===== config.mk =====
export PLATFORM = sky130hd
export DESIGN_NAME = spc_stall_ctrl
export DESIGN_NICKNAME = d
export VERILOG_FILES = /design/src/logic/spc_div.v /design/src/logic/spc_stall_ctrl.v
export VERILOG_INCLUDE_DIRS = /design/src /design/src/logic
export SDC_FILE = /design/constraint.sdc
export NUM_CORES = 1
export LEC_CHECK = 0
export BUFFER_PORTS_ARGS = -buffer_cell sky130_fd_sc_hd__buf_2
export CORE_MARGIN = 2
export CORE_UTILIZATION = 46
export CTS_CLUSTER_SIZE = 20
export DETAILED_ROUTE_END_ITERATION = 10
export GPL_TIMING_DRIVEN = 1
export PLACE_DENSITY = 0.65
export SYNTH_ARGS = -nofsm -noshare
export SYNTH_HDL_FRONTEND = slang
export SYNTH_HIERARCHICAL = 1
export SYNTH_SLANG_ARGS = --single-unit

===== constraint.sdc =====
create_clock -name pclk -period 6.35 [get_ports pclk]
set_clock_uncertainty 0.2 [all_clocks]
set_input_delay 1.27 -clock pclk [delete_from_list [all_inputs] [get_ports pclk]]
set_output_delay 1.27 -clock pclk [all_outputs]
set_load 0.01 [all_outputs]

===== src/logic/spc_consts.vh =====
`ifndef SPC_CONSTS_VH
`define SPC_CONSTS_VH

// ************************************************************
// Register indices (byte address is four times the index)
// ************************************************************
`define SPC_IDX_DECEL_DIS      10'h15C
`define SPC_IDX_ACCEL_LEVEL    10'h15D
`define SPC_IDX_RUN_LEVEL      10'h15E
`define SPC_IDX_SUPPRESS_EN    10'h173
`define SPC_IDX_RAMP_SEL       10'h174
`define SPC_IDX_STATUS         10'h180
`define SPC_IDX_EFF_LIMIT      10'h181

// ************************************************************
// Reset values and setting ranges (percent of rated current)
// ************************************************************
`define SPC_RST_DECEL_DIS      1'h0
`define SPC_RST_ACCEL_LEVEL    8'hAA
`define SPC_RST_RUN_LEVEL      8'hA0
`define SPC_RST_SUPPRESS_EN    1'h0
`define SPC_RST_RAMP_SEL       1'h0
`define SPC_LEVEL_MIN          8'h1E
`define SPC_LEVEL_MAX          8'hC8

// ************************************************************
// Status register bit positions
// ************************************************************
`define SPC_ST_ACCEL_HOLD      0
`define SPC_ST_DECEL_HOLD      1
`define SPC_ST_RUN_REDUCE      2
`define SPC_ST_RUN_RESTORE     3
`define SPC_ST_RAMP_SECOND     4
`define SPC_ST_SUPPRESSED      5

// ************************************************************
// Timing and divider
// ************************************************************
`define SPC_CLK_HZ             10000000
`define SPC_RUN_DELAY_MS       100
`define SPC_DIV_STEPS          5'h19
`define SPC_DIV_LAST           5'h01

`endif


===== src/logic/spc_div.v =====
`timescale 1ns/1ps
`include "spc_consts.vh"

// Iterative restoring divider, one quotient bit per cycle, result saturates to 9 bits
module spc_div (
    // Clock and reset
    input  wire        pclk,
    input  wire        presetn,
    // Operands
    input  wire        start,
    input  wire [24:0] num,
    input  wire [15:0] den,
    // Result
    output reg         busy,
    output reg         done,
    output reg  [8:0]  quo
);

    reg  [24:0] q;
    reg  [16:0] rem;
    reg  [15:0] d;
    reg  [4:0]  cnt;
    wire [16:0] shifted;
    wire [17:0] diff;
    wire [24:0] q_last;

    // Trial subtraction of the divisor from the shifted remainder
    assign shifted = {rem[15:0], q[24]};
    assign diff    = {1'b0, shifted} - {2'b00, d};
    assign q_last  = {q[23:0], ~diff[17]};

    // One step per cycle; a zero divisor yields all ones and saturates
    always @(posedge pclk or negedge presetn) begin
        if (!presetn) begin
            q    <= 25'h0000000;
            rem  <= 17'h00000;
            d    <= 16'h0000;
            cnt  <= 5'h00;
            busy <= 1'b0;
            done <= 1'b0;
            quo  <= 9'h000;
        end else begin
            done <= 1'b0;
            if (start && !busy) begin
                q    <= num;
                rem  <= 17'h00000;
                d    <= den;
                cnt  <= `SPC_DIV_STEPS;
                busy <= 1'b1;
            end else if (busy) begin
                q   <= q_last;
                rem <= diff[17] ? shifted : diff[16:0];
                cnt <= cnt - 5'h01;
                if (cnt == `SPC_DIV_LAST) begin
                    busy <= 1'b0;
                    done <= 1'b1;
                    quo  <= (q_last[24:9] != 16'h0000) ? 9'h1FF : q_last[8:0];
                end
            end
        end
    end

endmodule // spc_div


===== src/logic/spc_stall_ctrl.v =====
`timescale 1ns/1ps
`include "spc_consts.vh"

module spc_stall_ctrl #(
    parameter RUN_DELAY_CYC = (`SPC_RUN_DELAY_MS * `SPC_CLK_HZ) / 1000
) (
    // Clock and reset
    input  wire        pclk,
    input  wire        presetn,
    // APB slave
    input  wire        psel,
    input  wire        penable,
    input  wire        pwrite,
    input  wire [11:0] paddr,
    input  wire [31:0] pwdata,
    output wire        pready,
    output wire        pslverr,
    output reg  [31:0] prdata,
    // Drive state
    input  wire        accelerating,
    input  wire        decelerating,
    input  wire        running,
    input  wire        ramp_set2_selected,
    input  wire        dc_overvoltage,
    // Measurements, current in percent of rated inverter current
    input  wire [8:0]  out_current_pct,
    input  wire [15:0] out_freq,
    input  wire [15:0] freq_ref,
    input  wire [15:0] max_voltage_frequency,
    // Commands to the frequency ramp
    output reg         accel_hold,
    output reg         decel_hold,
    output reg         run_reduce,
    output reg         run_restore,
    output reg         ramp_use_second,
    output reg  [8:0]  run_limit_eff
);

    // ************************************************************
    // Running-state machine
    // ************************************************************
    // One-hot codes keep each state decode down to a single bit
    localparam [3:0] ST_NORMAL  = 4'h1;
    localparam [3:0] ST_OVER    = 4'h2;
    localparam [3:0] ST_REDUCE  = 4'h4;
    localparam [3:0] ST_RESTORE = 4'h8;
    // Compare value for the 20-bit delay count, cut to that width on purpose
    localparam [31:0] DELAY_FULL = RUN_DELAY_CYC - 1;
    localparam [19:0] DELAY_LAST = DELAY_FULL[19:0];

    // ************************************************************
    // Configuration registers
    // ************************************************************
    // Settings as software sees them, levels clamped on write
    reg        decel_stall_disable;
    reg  [7:0] accel_stall_level;
    reg  [7:0] run_stall_level;
    reg        stall_level_suppress_enable;
    reg        stall_ramp_time_select;

    // Run-state bookkeeping and bus decode helpers
    reg  [3:0]  state;
    reg  [3:0]  next_state;
    reg  [19:0] over_cnt;
    reg  [8:0]  scaled_limit;
    reg         suppressed;
    reg  [31:0] next_rdata;
    reg         addr_hit;

    // Decode, divider and compare nets
    wire [9:0]  idx;
    wire        setup_ph;
    wire        wr_en;
    wire [7:0]  wr_level;
    wire        above_vmax;
    wire        div_busy;
    wire        div_done;
    wire [8:0]  div_quo;
    wire [24:0] div_num;
    wire        over_run;
    wire        under_run;

    // ************************************************************
    // APB slave
    // ************************************************************
    // Zero wait states: read data is prepared in the setup cycle
    assign idx      = paddr[11:2];
    assign setup_ph = psel & ~penable;
    assign wr_en    = psel & penable & pwrite & addr_hit;
    assign pready   = 1'b1;
    // Error only in the access phase, so a setup cycle never flags
    assign pslverr  = psel & penable & ~addr_hit;

    // Out-of-range levels are clamped so the limits always stay meaningful
    // Only pwdata[15:0] is judged; the upper half word is ignored
    assign wr_level = (pwdata[15:0] < {8'h00, `SPC_LEVEL_MIN}) ? `SPC_LEVEL_MIN :
                      (pwdata[15:0] > {8'h00, `SPC_LEVEL_MAX}) ? `SPC_LEVEL_MAX : pwdata[7:0];

    // Address decode and read multiplexer
    always @* begin
        addr_hit   = 1'b1;
        next_rdata = 32'h00000000;
        case (idx)
            `SPC_IDX_DECEL_DIS:   next_rdata[0] = decel_stall_disable;
            `SPC_IDX_ACCEL_LEVEL: next_rdata[7:0] = accel_stall_level;
            `SPC_IDX_RUN_LEVEL:   next_rdata[7:0] = run_stall_level;
            `SPC_IDX_SUPPRESS_EN: next_rdata[0] = stall_level_suppress_enable;
            `SPC_IDX_RAMP_SEL:    next_rdata[0] = stall_ramp_time_select;
            `SPC_IDX_STATUS: begin
                next_rdata[`SPC_ST_ACCEL_HOLD]  = accel_hold;
                next_rdata[`SPC_ST_DECEL_HOLD]  = decel_hold;
                next_rdata[`SPC_ST_RUN_REDUCE]  = run_reduce;
                next_rdata[`SPC_ST_RUN_RESTORE] = run_restore;
                next_rdata[`SPC_ST_RAMP_SECOND] = ramp_use_second;
                next_rdata[`SPC_ST_SUPPRESSED]  = suppressed;
            end
            `SPC_IDX_EFF_LIMIT:   next_rdata[8:0] = run_limit_eff;
            default: begin
                addr_hit   = 1'b0;
                next_rdata = 32'h00000000;
            end
        endcase
    end

    // Read data register, loaded in the setup cycle of a read
    // Holding prdata between reads keeps the bus quiet
    always @(posedge pclk or negedge presetn) begin
        if (!presetn) begin
            prdata <= 32'h00000000;
        end else if (setup_ph && !pwrite) begin
            prdata <= next_rdata;
        end
    end

    // Register writes take effect at the access edge; status words ignore writes
    // The two read-only words fall to the default arm, so writes there are dropped
    always @(posedge pclk or negedge presetn) begin
        if (!presetn) begin
            decel_stall_disable         <= `SPC_RST_DECEL_DIS;
            accel_stall_level           <= `SPC_RST_ACCEL_LEVEL;
            run_stall_level             <= `SPC_RST_RUN_LEVEL;
            stall_level_suppress_enable <= `SPC_RST_SUPPRESS_EN;
            stall_ramp_time_select      <= `SPC_RST_RAMP_SEL;
        end else if (wr_en) begin
            case (idx)
                `SPC_IDX_DECEL_DIS:   decel_stall_disable <= pwdata[0];
                `SPC_IDX_ACCEL_LEVEL: accel_stall_level <= wr_level;
                `SPC_IDX_RUN_LEVEL:   run_stall_level <= wr_level;
                `SPC_IDX_SUPPRESS_EN: stall_level_suppress_enable <= pwdata[0];
                `SPC_IDX_RAMP_SEL:    stall_ramp_time_select <= pwdata[0];
                default: begin
                    decel_stall_disable <= decel_stall_disable;
                end
            endcase
        end
    end

    // ************************************************************
    // Running limit suppression above the max voltage frequency
    // ************************************************************
    // The divider runs back to back, so the scaled limit trails the
    // frequency by about 26 cycles; the frequency moves far slower
    // A zero output frequency saturates the quotient, and the minimum taken
    // below then falls back to the configured level
    assign above_vmax = out_freq > max_voltage_frequency;
    assign div_num    = {1'b0, run_stall_level} * max_voltage_frequency;

    // Free running: start stays high and a new division begins as one ends
    spc_div u_div (
        .pclk    (pclk),
        .presetn (presetn),
        .start   (1'b1),
        .num     (div_num),
        .den     (out_freq),
        .busy    (div_busy),
        .done    (div_done),
        .quo     (div_quo)
    );

    // Latest quotient, never above the configured level
    always @(posedge pclk or negedge presetn) begin
        if (!presetn) begin
            scaled_limit <= {1'b0, `SPC_RST_RUN_LEVEL};
        end else if (div_done && !div_busy) begin
            scaled_limit <= (div_quo > {1'b0, run_stall_level}) ? {1'b0, run_stall_level} : div_quo;
        end
    end

    // Effective running limit, percent of rated current
    // Registered so the running compare never sees a half-updated limit
    always @(posedge pclk or negedge presetn) begin
        if (!presetn) begin
            run_limit_eff <= {1'b0, `SPC_RST_RUN_LEVEL};
            suppressed    <= 1'b0;
        end else if (stall_level_suppress_enable && above_vmax) begin
            run_limit_eff <= scaled_limit;
            suppressed    <= 1'b1;
        end else begin
            run_limit_eff <= {1'b0, run_stall_level};
            suppressed    <= 1'b0;
        end
    end

    // ************************************************************
    // Acceleration and deceleration handling
    // ************************************************************
    // Each condition is judged on its own and has its own output
    // The holds drop by themselves once the cause goes; software never clears them
    always @(posedge pclk or negedge presetn) begin
        if (!presetn) begin
            accel_hold      <= 1'b0;
            decel_hold      <= 1'b0;
            ramp_use_second <= 1'b0;
        end else begin
            // Pause only above the limit; equal still accelerates
            accel_hold <= accelerating & (out_current_pct > {1'b0, accel_stall_level});
            // Stretch only when enabled; disabled means the set ramp is kept
            // even if the bus overvolts, which a braking resistor then absorbs
            decel_hold <= decelerating & ~decel_stall_disable & dc_overvoltage;
            // Normal selection may already pick set two; the setting only forces it
            ramp_use_second <= stall_ramp_time_select | ramp_set2_selected;
        end
    end

    // ************************************************************
    // Running stall handling
    // ************************************************************
    // Equal current is neither over nor under, so REDUCE holds at the boundary while OVER drops back to NORMAL
    assign over_run  = out_current_pct > run_limit_eff;
    assign under_run = out_current_pct < run_limit_eff;

    // Next-state logic: overcurrent must persist for the full delay
    // Leaving the running condition clears every state so a restart begins clean
    always @* begin
        next_state = state;
        case (state)
            ST_NORMAL: begin
                if (running && over_run) next_state = ST_OVER;
            end
            ST_OVER: begin
                if (!running || !over_run) next_state = ST_NORMAL;
                else if (over_cnt == DELAY_LAST) next_state = ST_REDUCE;
            end
            ST_REDUCE: begin
                if (!running) next_state = ST_NORMAL;
                else if (under_run) next_state = ST_RESTORE;
            end
            ST_RESTORE: begin
                if (!running) next_state = ST_NORMAL;
                else if (over_run) next_state = ST_OVER;
                else if (out_freq >= freq_ref) next_state = ST_NORMAL;
            end
            default: begin
                next_state = ST_NORMAL;
            end
        endcase
    end

    // State register and persistence counter
    // The count only runs in OVER, so any dropout restarts the full delay
    always @(posedge pclk or negedge presetn) begin
        if (!presetn) begin
            state    <= ST_NORMAL;
            over_cnt <= 20'h00000;
        end else begin
            state <= next_state;
            if (state == ST_OVER && next_state == ST_OVER) begin
                over_cnt <= over_cnt + 20'h00001;
            end else begin
                over_cnt <= 20'h00000;
            end
        end
    end

    // Ramp commands for the running condition
    // Taken from next_state so the command moves on the same edge as the state
    always @(posedge pclk or negedge presetn) begin
        if (!presetn) begin
            run_reduce  <= 1'b0;
            run_restore <= 1'b0;
        end else begin
            run_reduce  <= (next_state == ST_REDUCE);
            run_restore <= (next_state == ST_RESTORE);
        end
    end

endmodule // spc_stall_ctrl


==> run_results.csv <==
group,metric,value,unit
sta,setup_tns,0,ps
floorplan,core_area,0.0287,mm²
placed_design,gp_congestion,0.901,
sta,period_minus_slack,5860,ps
global_route,grt_max_degree,68,
clock_network,numCtsBuffers,17,
detailed_routing,drc_errors,0,
clock_network,cts-resized-gates,0,
synth,async_flop_share,100,%
detailed_routing,antenna_left,0,
status,status,"finished clean",
synth,synth-seq-area-share,27.9,%
sta,maxSlewViolCount,0,
detailed_routing,dr.pass1.iters,5,
power_and_ir_drop,power_leakage,0.00729,µW
sta,clock.fmax,171,MHz
detailed_routing,routed_wl,33.6,mm
floorplan,rows,62,
clock_network,cts_hold_buf,0,
floorplan,fp.dieW,175,µm
cells_and_area,regArea,0.00374,mm²
cells_and_area,fin_nets,1955,
clock_network,htree_levels,4,
placed_design,dpl_worst_slack,68.0,ps
global_route,grt_first_pass_wirelength,55.4,mm
sta,hold_slack,267,ps
clock_network,cts_root_buf,"clkbuf_16",
sta,hold_viol,0,
synth,synth_warnings,6,
sta,fin_ws,491,ps
synth,syn_inst,1518,
cells_and_area,fin_util,52.4,%
power_and_ir_drop,ir_drop,170,µV
synth,ys.flop_type,"dfrtp_1",
setup_path,timing_worst_setup_path_type,"in2reg",
floorplan,die_h,175,µm
floorplan,design.die.area,0.0305,mm²
clock_network,cts_sinks,149,
min_path,hold_depth,1,
setup_path,ff2ff_path_depth,17,
sta,relSlewSlack,6.37,%
flow_run,cap_viol_max_count,0,
cells_and_area,area_growth,12.2,%
power_and_ir_drop,power.density,295,mW/mm²
setup_path,r2r_start,"run_stall_level[3]$_DFFE_PN0P_",
global_route,grt_pass1_vias,10939,
sta,rsz0062_at_grt,"no",
setup_path,start_kind,"input port",
setup_path,crit_arrival,6000,ps
clock_network,clockBufferDepth,2,
sta,finalCritPeriodShare,92.3,%
setup_path,endpoint_kind,"flip-flop",
detailed_routing,routedWlPerCell,16.5,µm
detailed_routing,vias,11094,
clock_network,path_clk_slew,70,ps
detailed_routing,drt_iter0_drc,692,
global_route,grt_usage,22.6,%
cells_and_area,drive_above_1_share,13.6,%
setup_path,worstSetupStartpoint,"max_voltage_frequency[6]",
global_route,grt.overflow.total,0,
global_route,grt_antenna_before_repair,1,
min_path,hp-start,"decel_stall_disable$_DFFE_PN0P_",
synth,synth_cell_types,85,
setup_path,cp_max_fo,7,
setup_path,cp.required,6490,ps
cells_and_area,nFillCells,2714,
placed_design,hpwl,26.6,mm
clock_network,cts_tree,"yes",
sta,setup_viol,0,
cells_and_area,multiInputGateArea,0.00868,mm²
floorplan,ios,159,
detailed_routing,vias_per_cell,5.45,
clock_network,clk_latency,420,ps
clock_network,post_cts_buffers,0,
placed_design,portBuffers,116,
min_path,hp-class,"reg2reg",
floorplan,initial_core_util,46.7,%
cells_and_area,finish.instance_area,0.0151,mm²
synth,ys_ff_latch,149,
sta,worst_pin_slew,1400,ps
synth,synth_area,0.0134,mm²
synth,syn_avg_cell_area,8.84,µm²
synth,synth_edf_count,0,
placed_design,placed_area,0.0144,mm²
-- cell usage after synthesis, types with 13 or more instances --
cell	number	share of area, %
xor2_1	19	1.2
o21ai_0	90	3.4
nand3_1	33	1.2
a31oi_1	19	0.89
nor2_1	173	4.8
a21o_1	15	0.84
mux2i_1	51	3.8
nor2b_1	13	0.61
a21oi_1	74	2.8
nand4_1	15	0.70
fa_1	85	13
xnor2_1	30	2.0
ha_1	120	11
clkbuf_1	29	0.81
buf_4	24	1.3
inv_1	177	5.0
and2_1	24	1.1
o211ai_1	13	0.73
nor3_1	25	0.93
dfrtp_1	138	26
nand2_1	127	3.6
-- metrics by stage --
stage / power (µW) / std cells
global route: 4780 / 2037
detailed placement: 3350 / 2004
finish: 4430 / 2037
CTS: 4450 / 2036
floorplan: 2890 / 1545
global placement: 3280 / 2004
-- registers in the layout, summed over array words and instances (netlist names), 9 cells and up --
name / cells
run_limit_eff: 9
u_div/q: 25
u_div/d: 16
u_div/rem: 16
over_cnt: 20
prdata: 9
scaled_limit: 9
u_div/quo: 9
-- critical path, cell delays in order --
cell,delay (ps)
buf_2,120
clkinv_1,210
nor2_1,200
fa_1,480
fa_1,530
fa_1,560
inv_1,60
fa_1,530
inv_1,50
ha_1,290
buf_4,130
and3_1,170
o211ai_1,90
a21oi_1,190
o2111ai_1,260
a21oi_1,220
mux2i_1,360
mux2i_1,120
o21ai_0,150
-- layer usage --
layer / GRT usage, % / wire length (µm) / vias up
met5: 0 / 0 / -
met4: 6.11 / 657 / 0
met3: 4.33 / 2040 / 32
met2: 35.8 / 15100 / 293
met1: 31.8 / 15800 / 5412
li1: - / - / 5357
-- kinds of logic after synthesis --
kind of cell	count (synthesis)	share of synthesized area (%)
adders and majority gates	205	23.9
and+or+nand+nor	495	17.5
buffers and inverters	256	8.23
other	2	0.0560
xor gates and xnor gates	49	3.20
muxes	57	4.31
AOI/OAI and AO/OA	305	14.9
DFF	149	27.9
-- worst paths after layout --
path,end,slack (ps)
max,u_div/q[23]$_DFFE_PN0P_,490
min reg2reg,decel_hold$_DFF_PN0_,270
min in group asynchronous,u_div/d[3]$_DFFE_PN0P_,540
max in group asynchronous,over_cnt[5]$_DFF_PN0_,4210
min,decel_hold$_DFF_PN0_,270
max reg2reg,u_div/q[23]$_DFFE_PN0P_,800
-- cell usage in the layout (no fill, tap or decap), drive strengths merged, types with 11 or more instances in the layout --
cell type / count
a21o: 15
a21oi: 77
a22oi: 11
a31oi: 20
and2: 26
buf: 150
clkbuf: 21
conb: 29
dfrtp: 138
dfstp: 11
fa: 85
ha: 120
inv: 178
mux2i: 51
nand2: 127
nand2b: 12
nand3: 33
nand4: 15
nor2: 177
nor2b: 14
nor3: 26
nor4: 12
o211ai: 13
o21ai: 90
xnor2: 30
xor2: 19
-- final cells by class --
| type | count | share of cell area [%] |
|---|---|---|
| sequential | 149 | 24.9 |
| multi-input combinational | 1140 | 57.7 |
| tap | 384 | 3.19 |
| antenna | 1 | 0.0166 |
| timing repair buffer | 150 | 5.59 |
| clock inverter | 11 | 1.16 |
| inverter | 181 | 4.51 |
| clock buffer | 21 | 2.99 |
-- power by group --
part	leakage [µW]	internal (µW)	switching, µW
registers	0.00185	1240	212
clock network	0.000298	671	404
logic	0.00514	827	1080
total	0.00729	2740	1690
Power figures use the tool's default switching activity.
